--- config.mk ---
export PLATFORM = sky130hd
export DESIGN_NAME = dpdc_top
export DESIGN_NICKNAME = d
export VERILOG_FILES = /design/src/design/dpdc_pkg.sv /design/src/design/dpdc_harmonic.sv /design/src/design/dpdc_prescaler.sv /design/src/design/dpdc_top.sv
export SDC_FILE = /design/constraint.sdc
export NUM_CORES = 1
export LEC_CHECK = 0
export CAP_MARGIN = 5
export CORE_MARGIN = 8
export CORE_UTILIZATION = 40
export CTS_BUF_LIST = sky130_fd_sc_hd__clkbuf_2 sky130_fd_sc_hd__clkbuf_4 sky130_fd_sc_hd__clkbuf_8
export DETAILED_ROUTE_END_ITERATION = 10
export DONT_BUFFER_PORTS = 1
export SKIP_LAST_GASP = 1
export SLEW_MARGIN = 10
export SYNTH_ARGS = -nofsm -noshare
export SYNTH_HDL_FRONTEND = slang
export SYNTH_HIERARCHICAL = 1
export SYNTH_SLANG_ARGS = --single-unit
--- constraint.sdc ---
create_clock -name i_ref_clk -period 4.5 [get_ports i_ref_clk]
set_input_delay 0.45 -clock i_ref_clk [delete_from_list [all_inputs] [get_ports i_ref_clk]]
set_output_delay 0.45 -clock i_ref_clk [all_outputs]
set_load 0.01 [all_outputs]
--- src/design/dpdc_pkg.sv ---
// Shared constants, types and decode functions for the dual PLL divider
// configuration block.
// Assumes a single 25 MHz reference clock domain in all users.
package dpdc_pkg;

  localparam int CODE_W  = 5;
  localparam int FREQ_W  = 16;
  localparam int RATIO_W = 16;
  localparam int DLY_W   = 5;
  localparam int NPIN    = 5;

  // Command register addresses on the serial port
  localparam logic [2:0] ADDR_PRESCALE = 3'h1;
  localparam logic [2:0] ADDR_MULT1    = 3'h2;
  localparam logic [2:0] ADDR_MULT2    = 3'h3;

  // Values after reset
  localparam logic [4:0]      RST_PRESCALE = 5'h00;
  localparam logic [4:0]      RST_MULT1    = 5'h00;
  localparam logic [4:0]      RST_MULT2    = 5'h00;
  localparam logic [NPIN-1:0] PIN_RST      = 5'h01;

  // Field positions
  localparam int PRE_EN_BIT    = 0;
  localparam int PRE_RATIO_LSB = 1;
  localparam int PRE_RATIO_MSB = 4;

  // Serial frame: header bits, then frame length in rising edges
  localparam logic [4:0] HDR_BITS   = 5'h08;
  localparam logic [4:0] FRAME_BITS = 5'h10;

  // Rates in kHz
  localparam logic [15:0] T1_BASE_KHZ = 16'h0608;
  localparam logic [15:0] E1_BASE_KHZ = 16'h0800;
  localparam logic [15:0] SYNC_KHZ    = 16'h0008;
  localparam logic [15:0] LOW56_KHZ   = 16'h0038;
  localparam logic [15:0] LOW64_KHZ   = 16'h0040;

  // Output rates are reported in 100 Hz units
  localparam logic [15:0] FREQ_SCALE    = 16'h000A;
  localparam logic [15:0] DATA_FIRST    = 16'h000C;
  localparam logic [15:0] DATA_STEP     = 16'h0018;
  localparam logic [4:0]  DATA_SAT_CODE = 5'h12;

  // Reference clock period, ns
  localparam logic [9:0] REF_PERIOD_NS = 10'h028;

  // Sync to clock edge delay in ns, indexed by first multiplier code
  localparam logic [9:0] DLY56_NS [32] = '{
    10'h174, 10'h174, 10'h174, 10'h174, 10'h1BE, 10'h174, 10'h13F, 10'h117,
    10'h1F0, 10'h1BE, 10'h196, 10'h174, 10'h157, 10'h13F, 10'h12A, 10'h117,
    10'h20D, 10'h1F0, 10'h1D6, 10'h1BE, 10'h1A9, 10'h196, 10'h184, 10'h174,
    10'h165, 10'h157, 10'h14B, 10'h13F, 10'h134, 10'h12A, 10'h120, 10'h117};
  localparam logic [9:0] DLY64_NS [32] = '{
    10'h146, 10'h146, 10'h146, 10'h146, 10'h187, 10'h146, 10'h117, 10'h0F4,
    10'h1B2, 10'h12D, 10'h163, 10'h146, 10'h12D, 10'h117, 10'h104, 10'h0F4,
    10'h1CC, 10'h1B2, 10'h19B, 10'h187, 10'h174, 10'h163, 10'h154, 10'h146,
    10'h138, 10'h12D, 10'h121, 10'h117, 10'h117, 10'h104, 10'h0FC, 10'h0F4};

  typedef enum logic [4:0] {
    RATE_K56  = 5'b00001,
    RATE_K64  = 5'b00010,
    RATE_DATA = 5'b00100,
    RATE_T1   = 5'b01000,
    RATE_E1   = 5'b10000
  } dpdc_rate_e;

  typedef enum logic [4:0] {
    IN_T1 = 5'b00001,
    IN_E1 = 5'b00010,
    IN_56 = 5'b00100,
    IN_64 = 5'b01000,
    IN_8K = 5'b10000
  } dpdc_input_e;

  // Output kind of one PLL from the operating mode field
  function automatic dpdc_rate_e dpdc_rate(input logic [3:0] mode,
                                           input logic       second);
    dpdc_rate_e r;
    r = RATE_K56;
    case (mode[2:0])
      3'h0: r = RATE_K56;
      3'h1: r = second ? RATE_K64 : RATE_K56;
      3'h2: r = RATE_K64;
      3'h3: r = second ? RATE_DATA : RATE_K56;
      3'h4: r = second ? RATE_DATA : RATE_K64;
      3'h5: r = RATE_DATA;
      3'h6: r = (mode[3] && second) ? RATE_E1 : RATE_T1;
      3'h7: r = (mode[3] || second) ? RATE_E1 : RATE_T1;
      default: r = RATE_K56;
    endcase
    return r;
  endfunction

  // Kind of reference expected on the input pin
  function automatic dpdc_input_e dpdc_input(input logic [3:0] mode);
    dpdc_input_e r;
    r = mode[3] ? IN_E1 : IN_T1;
    if (mode[2:1] == 2'h3) begin
      case (mode[3:0])
        4'h6:    r = IN_56;
        4'hF:    r = IN_64;
        default: r = IN_8K;
      endcase
    end
    return r;
  endfunction

endpackage

--- src/design/dpdc_harmonic.sv ---
// Harmonic decode for one PLL: K factor and output rate in 100 Hz units.
// Assumes code, rate and enable come from logic on the reference clock.
`timescale 1ns/1ps
module dpdc_harmonic #(
  parameter int CODE_W = 5,
  parameter int FREQ_W = 16
) (
  // Clock and reset
  input  wire logic              i_ref_clk,
  input  wire logic              i_rst_b,
  // Setting
  input  wire logic              i_enable,
  input  wire logic [CODE_W-1:0] i_code,
  input  dpdc_pkg::dpdc_rate_e   i_rate,
  // Result
  output logic [CODE_W:0]        o_k,
  output logic [FREQ_W-1:0]      o_freq
);
  import dpdc_pkg::*;

  logic [CODE_W:0]   k_d;
  logic [CODE_W-1:0] data_code;
  logic [FREQ_W-1:0] freq_d;

  assign k_d       = {1'b0, i_code} + 1'b1;
  assign data_code = (i_code > DATA_SAT_CODE) ? DATA_SAT_CODE : i_code;

  always_comb begin
    freq_d = '0;
    if (i_enable) begin
      case (i_rate)
        RATE_K56:  freq_d = FREQ_W'(k_d * LOW56_KHZ * FREQ_SCALE);
        RATE_K64:  freq_d = FREQ_W'(k_d * LOW64_KHZ * FREQ_SCALE);
        RATE_DATA: begin
          if (i_code == '0) begin
            freq_d = FREQ_W'(DATA_FIRST);
          end else begin
            freq_d = FREQ_W'(data_code * DATA_STEP);
          end
        end
        RATE_T1:   freq_d = FREQ_W'(T1_BASE_KHZ * FREQ_SCALE);
        RATE_E1:   freq_d = FREQ_W'(E1_BASE_KHZ * FREQ_SCALE);
        default:   freq_d = '0;
      endcase
    end
  end

  always_ff @(posedge i_ref_clk or negedge i_rst_b) begin
    if (!i_rst_b) begin
      o_k    <= '0;
      o_freq <= '0;
    end else begin
      o_k    <= k_d;
      o_freq <= freq_d;
    end
  end
endmodule

--- src/design/dpdc_prescaler.sv ---
// Prescaler: counts reference edges and forms the 8 kHz sync square wave.
// Assumes the edge pulse and level are already synchronised.
`timescale 1ns/1ps
module dpdc_prescaler #(
  parameter int RATIO_W = 16
) (
  // Clock and reset
  input  wire logic               i_ref_clk,
  input  wire logic               i_rst_b,
  // Reference input
  input  wire logic               i_fin_level,
  input  wire logic               i_fin_rise,
  input  wire logic [RATIO_W-1:0] i_ratio,
  // Sync output
  output logic                    o_sync
);
  logic [RATIO_W-1:0] cnt_q;
  logic [RATIO_W-1:0] half;
  logic               last;

  assign last = (cnt_q >= i_ratio - 1'b1);
  assign half = (i_ratio + 1'b1) >> 1;

  always_ff @(posedge i_ref_clk or negedge i_rst_b) begin
    if (!i_rst_b) begin
      cnt_q <= '0;
    end else if (i_fin_rise) begin
      cnt_q <= last ? '0 : cnt_q + 1'b1;
    end
  end

  // Ratio of one passes the reference straight through
  always_ff @(posedge i_ref_clk or negedge i_rst_b) begin
    if (!i_rst_b) begin
      o_sync <= 1'b0;
    end else if (i_ratio == RATIO_W'(1)) begin
      o_sync <= i_fin_level;
    end else begin
      o_sync <= (cnt_q < half);
    end
  end
endmodule

--- src/design/dpdc_top.sv ---
// Dual PLL divider configuration: serial command port, prescaler and
// multiplier registers, per-PLL rate decode and the 8 kHz sync divider.
// Assumes serial pins, reference and master strap are asynchronous pins;
// mode field and first PLL enable come from logic on the same clock.
`timescale 1ns/1ps
// Notes on behaviour
// - Enable bit runs second PLL, else disabled.
// - Prescaler divides reference down to 8 kHz.
// - Forward prescaler multiple is code plus one.
// - Prescaler code ignored in reverse mode.
// - First PLL K is code plus one.
// - First PLL gives K times 56 or 64.
// - Data mode steps 2.4 kHz, saturates 43.2.
// - First multiplier sets sync to clock delay.
// - Harmonic mapping unused in master reverse mode.
// - Second PLL K is its code plus one.
// - Second PLL data mode follows same sequence.
// - All three registers zero after reset.
// - Each PLL takes K from own register.
// - Mode field selects how settings are read.
module dpdc_top (
  // Clock and reset
  input  wire logic                        i_ref_clk,
  input  wire logic                        i_rst_b,
  // Serial command port
  input  wire logic                        i_csb_b,
  input  wire logic                        i_sclk,
  input  wire logic                        i_sdi,
  output logic                             o_sdo,
  output logic                             o_sdo_oe_b,
  // Reference and strap pins
  input  wire logic                        i_fin,
  input  wire logic                        i_master_sel,
  // From the mode register
  input  wire logic [3:0]                  i_operating_mode_field,
  input  wire logic                        i_first_pll_enable,
  // Settings for the synthesiser
  output logic                             o_second_pll_enable,
  output logic [dpdc_pkg::RATIO_W-1:0]     o_prescaler_ratio,
  output logic                             o_sync,
  output dpdc_pkg::dpdc_rate_e             o_first_pll_rate,
  output dpdc_pkg::dpdc_rate_e             o_second_pll_rate,
  output logic [dpdc_pkg::CODE_W:0]        o_first_pll_k,
  output logic [dpdc_pkg::CODE_W:0]        o_second_pll_k,
  output logic [dpdc_pkg::FREQ_W-1:0]      o_first_pll_freq,
  output logic [dpdc_pkg::FREQ_W-1:0]      o_second_pll_freq,
  output logic [dpdc_pkg::DLY_W-1:0]       o_sync_delay_cyc,
  output logic                             o_reverse_cfg_err
);
  import dpdc_pkg::*;

  typedef enum logic [4:0] {
    ST_IDLE = 5'b00001,
    ST_HDR  = 5'b00010,
    ST_WR   = 5'b00100,
    ST_RD   = 5'b01000,
    ST_DONE = 5'b10000
  } dpdc_state_e;

  logic [NPIN-1:0]    pin_raw;
  logic [NPIN-1:0]    meta_q;
  logic [NPIN-1:0]    sync_q;
  logic               sclk_prev_q;
  logic               fin_prev_q;
  logic               csb_s;
  logic               sclk_s;
  logic               sdi_s;
  logic               fin_s;
  logic               master_s;
  logic               sclk_rise;
  logic               sclk_fall;
  logic               fin_rise;
  dpdc_state_e        state_q;
  logic [4:0]         bit_cnt_q;
  logic [7:0]         hdr_q;
  logic [7:0]         wdat_q;
  logic [7:0]         rd_shift_q;
  logic [7:0]         rd_word;
  logic [2:0]         addr;
  logic               addr_ok;
  logic               wr_commit;
  logic [CODE_W-1:0]  prescale_q;
  logic [CODE_W-1:0]  mult1_q;
  logic [CODE_W-1:0]  mult2_q;
  logic               wrote_q;
  logic               reverse;
  dpdc_input_e        in_kind;
  logic [15:0]        pre_n;
  logic [RATIO_W-1:0] ratio_d;
  dpdc_rate_e         rate_d [2];
  logic [CODE_W-1:0]  code_arr [2];
  logic               en_arr [2];
  logic [CODE_W:0]    k_arr [2];
  logic [FREQ_W-1:0]  freq_arr [2];
  logic [9:0]         dly_ns_d;

  // Pin synchronisers
  assign pin_raw = {i_master_sel, i_fin, i_sdi, i_sclk, i_csb_b};

  always_ff @(posedge i_ref_clk or negedge i_rst_b) begin
    if (!i_rst_b) begin
      meta_q <= PIN_RST;
      sync_q <= PIN_RST;
    end else begin
      meta_q <= pin_raw;
      sync_q <= meta_q;
    end
  end

  assign csb_s    = sync_q[0];
  assign sclk_s   = sync_q[1];
  assign sdi_s    = sync_q[2];
  assign fin_s    = sync_q[3];
  assign master_s = sync_q[4];

  always_ff @(posedge i_ref_clk or negedge i_rst_b) begin
    if (!i_rst_b) begin
      sclk_prev_q <= 1'b0;
      fin_prev_q  <= 1'b0;
    end else begin
      sclk_prev_q <= sclk_s;
      fin_prev_q  <= fin_s;
    end
  end

  assign sclk_rise = sclk_s && !sclk_prev_q;
  assign sclk_fall = !sclk_s && sclk_prev_q;
  assign fin_rise  = fin_s && !fin_prev_q;

  // Serial frame sequencing; chip select high aborts any frame
  always_ff @(posedge i_ref_clk or negedge i_rst_b) begin
    if (!i_rst_b) begin
      state_q   <= ST_IDLE;
      bit_cnt_q <= '0;
    end else if (csb_s) begin
      state_q   <= ST_IDLE;
      bit_cnt_q <= '0;
    end else begin
      case (state_q)
        ST_IDLE: state_q <= ST_HDR;
        ST_HDR: begin
          if (bit_cnt_q == HDR_BITS) begin
            state_q <= hdr_q[0] ? ST_RD : ST_WR;
          end else if (sclk_rise) begin
            bit_cnt_q <= bit_cnt_q + 1'b1;
          end
        end
        ST_WR: begin
          if (bit_cnt_q == FRAME_BITS) begin
            state_q <= ST_DONE;
          end else if (sclk_rise) begin
            bit_cnt_q <= bit_cnt_q + 1'b1;
          end
        end
        ST_RD:   state_q <= ST_RD;
        ST_DONE: state_q <= ST_DONE;
        default: state_q <= ST_IDLE;
      endcase
    end
  end

  // Header and write data arrive LSB first
  always_ff @(posedge i_ref_clk or negedge i_rst_b) begin
    if (!i_rst_b) begin
      hdr_q  <= '0;
      wdat_q <= '0;
    end else if (sclk_rise && state_q == ST_HDR && bit_cnt_q < HDR_BITS) begin
      hdr_q <= {sdi_s, hdr_q[7:1]};
    end else if (sclk_rise && state_q == ST_WR && bit_cnt_q < FRAME_BITS) begin
      wdat_q <= {sdi_s, wdat_q[7:1]};
    end
  end

  // Upper address bits must be low, else the access is ignored
  assign addr      = hdr_q[3:1];
  assign addr_ok   = (hdr_q[6:4] == 3'h0);
  assign wr_commit = (state_q == ST_WR) && (bit_cnt_q == FRAME_BITS)
                     && !csb_s && addr_ok;

  always_comb begin
    rd_word = '0;
    if (addr_ok) begin
      case (addr)
        ADDR_PRESCALE: rd_word = {3'h0, prescale_q};
        ADDR_MULT1:    rd_word = {3'h0, mult1_q};
        ADDR_MULT2:    rd_word = {3'h0, mult2_q};
        default:       rd_word = '0;
      endcase
    end
  end

  // Read data leaves on falling edges from the ninth clock onward
  always_ff @(posedge i_ref_clk or negedge i_rst_b) begin
    if (!i_rst_b) begin
      rd_shift_q <= '0;
      o_sdo      <= 1'b0;
      o_sdo_oe_b <= 1'b1;
    end else if (csb_s) begin
      o_sdo      <= 1'b0;
      o_sdo_oe_b <= 1'b1;
    end else if (state_q == ST_HDR && bit_cnt_q == HDR_BITS) begin
      rd_shift_q <= rd_word;
    end else if (state_q == ST_RD && sclk_fall) begin
      o_sdo      <= rd_shift_q[0];
      o_sdo_oe_b <= 1'b0;
      rd_shift_q <= {1'b0, rd_shift_q[7:1]};
    end
  end

  // Command registers
  always_ff @(posedge i_ref_clk or negedge i_rst_b) begin
    if (!i_rst_b) begin
      prescale_q <= RST_PRESCALE;
      mult1_q    <= RST_MULT1;
      mult2_q    <= RST_MULT2;
    end else if (wr_commit) begin
      case (addr)
        ADDR_PRESCALE: prescale_q <= wdat_q[CODE_W-1:0];
        ADDR_MULT1:    mult1_q    <= wdat_q[CODE_W-1:0];
        ADDR_MULT2:    mult2_q    <= wdat_q[CODE_W-1:0];
        default:       prescale_q <= prescale_q;
      endcase
    end
  end

  always_ff @(posedge i_ref_clk or negedge i_rst_b) begin
    if (!i_rst_b) begin
      wrote_q <= 1'b0;
    end else if (wr_commit) begin
      wrote_q <= 1'b1;
    end
  end

  // Mode decode and prescaler ratio
  assign reverse = (i_operating_mode_field[2:1] == 2'h3);
  assign in_kind = dpdc_input(i_operating_mode_field);
  assign pre_n   = {12'h000, prescale_q[PRE_RATIO_MSB:PRE_RATIO_LSB]}
                   + 16'h0001;

  always_comb begin
    ratio_d = SYNC_KHZ / SYNC_KHZ;
    if (master_s) begin
      case (in_kind)
        IN_T1:   ratio_d = T1_BASE_KHZ * pre_n / SYNC_KHZ;
        IN_E1:   ratio_d = E1_BASE_KHZ * pre_n / SYNC_KHZ;
        IN_56:   ratio_d = LOW56_KHZ / SYNC_KHZ;
        IN_64:   ratio_d = LOW64_KHZ / SYNC_KHZ;
        default: ratio_d = SYNC_KHZ / SYNC_KHZ;
      endcase
    end
  end

  always_ff @(posedge i_ref_clk or negedge i_rst_b) begin
    if (!i_rst_b) begin
      o_prescaler_ratio   <= SYNC_KHZ / SYNC_KHZ;
      o_second_pll_enable <= 1'b0;
      o_first_pll_rate    <= RATE_K56;
      o_second_pll_rate   <= RATE_K56;
      o_reverse_cfg_err   <= 1'b0;
    end else begin
      o_prescaler_ratio   <= ratio_d;
      o_second_pll_enable <= prescale_q[PRE_EN_BIT];
      o_first_pll_rate    <= rate_d[0];
      o_second_pll_rate   <= rate_d[1];
      o_reverse_cfg_err   <= reverse && !(&mult1_q && &mult2_q);
    end
  end

  dpdc_prescaler #(
    .RATIO_W (RATIO_W)
  ) u_prescaler (
    .i_ref_clk   (i_ref_clk),
    .i_rst_b     (i_rst_b),
    .i_fin_level (fin_s),
    .i_fin_rise  (fin_rise),
    .i_ratio     (o_prescaler_ratio),
    .o_sync      (o_sync)
  );

  // Per PLL harmonic decode, each from its own register
  assign code_arr[0] = mult1_q;
  assign code_arr[1] = mult2_q;
  assign en_arr[0]   = i_first_pll_enable;
  assign en_arr[1]   = prescale_q[PRE_EN_BIT];

  genvar gi;
  generate
    for (gi = 0; gi < 2; gi++) begin : g_pll
      assign rate_d[gi] = dpdc_rate(i_operating_mode_field, gi == 1);
      dpdc_harmonic #(
        .CODE_W (CODE_W),
        .FREQ_W (FREQ_W)
      ) u_harmonic (
        .i_ref_clk (i_ref_clk),
        .i_rst_b   (i_rst_b),
        .i_enable  (en_arr[gi]),
        .i_code    (code_arr[gi]),
        .i_rate    (rate_d[gi]),
        .o_k       (k_arr[gi]),
        .o_freq    (freq_arr[gi])
      );
    end
  endgenerate

  assign o_first_pll_k     = k_arr[0];
  assign o_second_pll_k    = k_arr[1];
  assign o_first_pll_freq  = freq_arr[0];
  assign o_second_pll_freq = freq_arr[1];

  // Sync to clock delay, only for K56 and K64 on the first PLL
  always_comb begin
    case (rate_d[0])
      RATE_K56: dly_ns_d = DLY56_NS[mult1_q];
      RATE_K64: dly_ns_d = DLY64_NS[mult1_q];
      default:  dly_ns_d = '0;
    endcase
  end

  always_ff @(posedge i_ref_clk or negedge i_rst_b) begin
    if (!i_rst_b) begin
      o_sync_delay_cyc <= '0;
    end else begin
      o_sync_delay_cyc <= DLY_W'((dly_ns_d + REF_PERIOD_NS - 10'h001)
                                 / REF_PERIOD_NS);
    end
  end
endmodule
==> results.md <==
- CP endpoint kind: register
- Synth unique cells: 108
- Clock power frac: between 30% and 40%
- RSZ-0062 raised after global routing: yes
- Clk root buf: clkbuf_8
- Filler cells: approximately 2,800
- Routed Antenna Nets: 0
- Number of buffers created by CTS: 17
- Slowest cell on the critical path: mux4_1
- Endpoints failing setup: 0
- Mapped Avg Cell Area: about 9.6 sq um
- Internal power: ~2400 uW
- Psw: about 1100 uW
- # diodes: 0
- Util after Layout: roughly 44%
- Area growth, synth to finish: 7.81%
- Post-synth ARST share: 100%
- Worst-case clock buffer depth: 2
- Critical path arrival: between 4000 and 5000 ps
- YS warnings: 6
- Chip height: 188 um
- Mean number of vias per cell: between 5 and 6
- Clock-pin slew on the worst setup and hold paths: approximately 70 ps
- Setup Crit Path Kind: register to register
- Grt total ovfl: 0
- Post-layout nets: around 1,400
- Synth area leaders: dfrtp_1 29%, ha_1 14%, xnor2_1 4.6%
- Commonest cells post-synth: 139 x dfrtp_1, 130 x ha_1, 101 x nor2_1
- Clock latency on the worst-skew pair: roughly 450 ps
- Antenna violations before repair: 0
- Number of flops mapped to enable cells by yosys: 0
- Switching Fraction: approximately a third
- Initial DRC count: 727
- CTS sink count: 146
- Post-synth top area cell: dfrtp_1
- Largest net degree at the start of global routing: 147
- IO Port Bufs: 0
- Core Box Area: 29,400 sq um
- Tmin final: 4290 ps
- Final slew viol count: 0
- Pwr/cell area: between 200 and 300 nW/um^2
- CP Max Fanout: 13
- Syn Inst Count: about 1,200
- Cell family with most CP delay: compound AO/OA/AOI/OAI gates
- Min Hold Slack: ~94 ps
- Count leader, synth: dfrtp_1
- Share of the synthesized area in the top cell type: approximately 29%
- Die W: 188 um
- Clk_skew: around 22 ps
- Max Cap Violations: 0
- Routed wire length: ~29,000 um
- Status: finished, final reports clean
- Residual DRC: 0
- Vias in the first global route: 8,880
- Seq pwr share: between 40% and 50%
- FMAX: approximately 230 MHz
- H-tree levels: 4
- Post-synthesis sequential area ratio: a little under a third
- Most common cell type on the critical path: ha_1
- Most used DFF post-synth: dfrtp_1
- Die Area: between 30,000 and 40,000 sq um
- Vias post-DR: approximately 9,000
- Worst-Margin Slew: 841 ps
- Combinational fraction of design power: approximately 23%
- 1st-pass router iterations: 7
- Worst hold path type: primary input to register
- Worst path max stage delay: 490 ps
- Worst vdd ir: ~160 uV
- Row cnt: between 60 and 70
- Leak: about 0.0061 uW
- Mapped Area: 11,900 sq um
- First-pass GRT wire length: 46,900 um
- IO Count: between 90 and 100
- Number of synthesized register bits: between 100 and 150
- Layout cells sized above 1: between 15 and 20%
- GRT Total Usage: between 10% and 20%
- Routed len/inst: between 15 and 20 um
- CP Cell Sequence: buf_4 -> inv_4 -> ha_1 -> inv_1 -> mux4_1 -> a221oi_1 -> a41oi_2 -> ha_1 -> o221ai_1 -> o221ai_2 -> nand2_1 -> xnor2_1 -> nand2_2 -> a22o_1 -> maj3_2 -> a211o_1
- TritonCTS clock tree: yes
- Final Hold Vio Count: 0
- Final period util: a little over nine tenths
- CP Data Required Time: about 4800 ps
- Buffers plus inverters on the worst setup path: 3
- CP Launch Type: register
- Initial Utilization: ~40%
- RePlAce Congestion: between 0.8 and 0.9
- Post-DP HPWL: roughly 21,000 um
- Rel. slew slack: a little over two fifths
[routing by layer]
layer	track usage, %	up-vias	part of all wire [%]
met5	0	-	0
met4	4.27	0	2.0
met3	3.14	29	3.8
met2	26.9	170	48
met1	20.8	4405	47
li1	-	4423	-
[kinds of logic (layout without fill, tap and decap cells)]
group	after synthesis	in the layout	synth area share, %
buffers and inverters	144	147	6.04
flip-flops	146	146	30.8
AO/OA/AOI/OAI	279	279	17.3
multiplexers	56	56	5.44
other	3	21	0.0948
XOR/XNOR	118	118	9.02
adder cells (fa/ha/maj)	142	142	15.4
AND/OR/NAND/NOR	351	351	15.9
[power groups by stage]
stage	combinational, uW	clock, uW	sequential (uW)
after floorplan	627	0	1550
after global placement	727	0	1600
after detailed placement	748	0	1600
after CTS	786	1150	1580
after global routing	889	1210	1600
final	782	1110	1580
[placed cells by master (no fill, tap or decap), types with 7 or more instances in the layout]
master	netlist	final
o21ai_0	26	26
nand2_1	62	62
dfstp_2	7	7
o21bai_1	10	10
clkbuf_8	0	19
mux2_2	40	40
nand3b_1	8	8
a21oi_1	68	68
buf_4	15	26
nor2_2	10	10
xor2_1	54	51
a221oi_1	12	12
mux2i_1	12	12
nand4_1	17	17
o211ai_1	8	8
conb_1	3	21
a31oi_1	11	11
a21o_1	36	36
ha_1	130	127
fa_1	8	8
nand3_1	35	35
nor2b_1	17	17
nor3b_1	7	7
xnor2_1	62	59
nand2b_1	14	14
a22oi_1	7	7
dfrtp_1	139	136
a211oi_1	14	14
nor3_1	21	21
nor2_1	101	101
inv_1	74	74
[cell type report]
type                    count  area, sq um  share of cell area, %
inverters                  81          312                   2.43
flip-flops and latches    146         3670                   28.6
multi-input cells         967         7620                   59.5
well taps                 390          488                   3.81
repair buffers             34          303                   2.37
clock inverters            10          134                   1.05
clock buffers              22          284                   2.22
[metrics by stage]
step	total power (uW)	setup slack (ps)	cells	instance area, sq um	setup TNS [ps]
after floorplan	2170	222	1257	11900	0
after global placement	2330	264	1610	12200	0
after detailed placement	2350	252	1610	12200	0
after CTS	3520	217	1649	12700	0
after global routing	3690	-22.7	1650	12800	-34.6
final	3470	207	1650	12800	0
[repair_timing]
action | in CTS | in global routing
resized for setup | 0 | 11
hold buffers | 7 | 0
setup buffers | 0 | 1
hold endpoints to repair | 151 | 0
setup endpoints to repair | 0 | 8
[state kept, by name, summed over array words and instances (netlist names), 5 cells and up]
register                 flops
state_q                      5
o_first_pll_rate             5
o_prescaler_ratio           12
u_prescaler/cnt_q           16
o_second_pll_rate            5
wdat_q                       8
meta_q                       5
mult2_q                      5
sync_q                       5
mult1_q                      5
g_pll.u_harmonic/o_freq     28
o_sync_delay_cyc             5
rd_shift_q                   5
bit_cnt_q                    5
g_pll.u_harmonic/o_k        12
prescale_q                   5
hdr_q                        8
[path summary, 6_finish.rpt]
path	from	to	slack [ps]	cells after the start
setup / recovery	mult1_q[1]$_DFFE_PN0P_	o_sync_delay_cyc[1]$_DFF_PN0_	210	16
hold / removal	i_operating_mode_field[3]	o_prescaler_ratio[6]$_DFF_PN0_	90	1
setup reg to reg	mult1_q[1]$_DFFE_PN0P_	o_sync_delay_cyc[1]$_DFF_PN0_	210	16
hold reg to reg	meta_q[4]$_DFF_PN0_	sync_q[4]$_DFF_PN0_	360	0
max in group asynchronous	i_rst_b	o_prescaler_ratio[2]$_DFF_PN0_	3180	2
min in group asynchronous	i_rst_b	g_pll[1].u_harmonic/o_k[3]$_DFF_PN0_	600	2
Note: power is estimated with default switching activity, not from simulation.
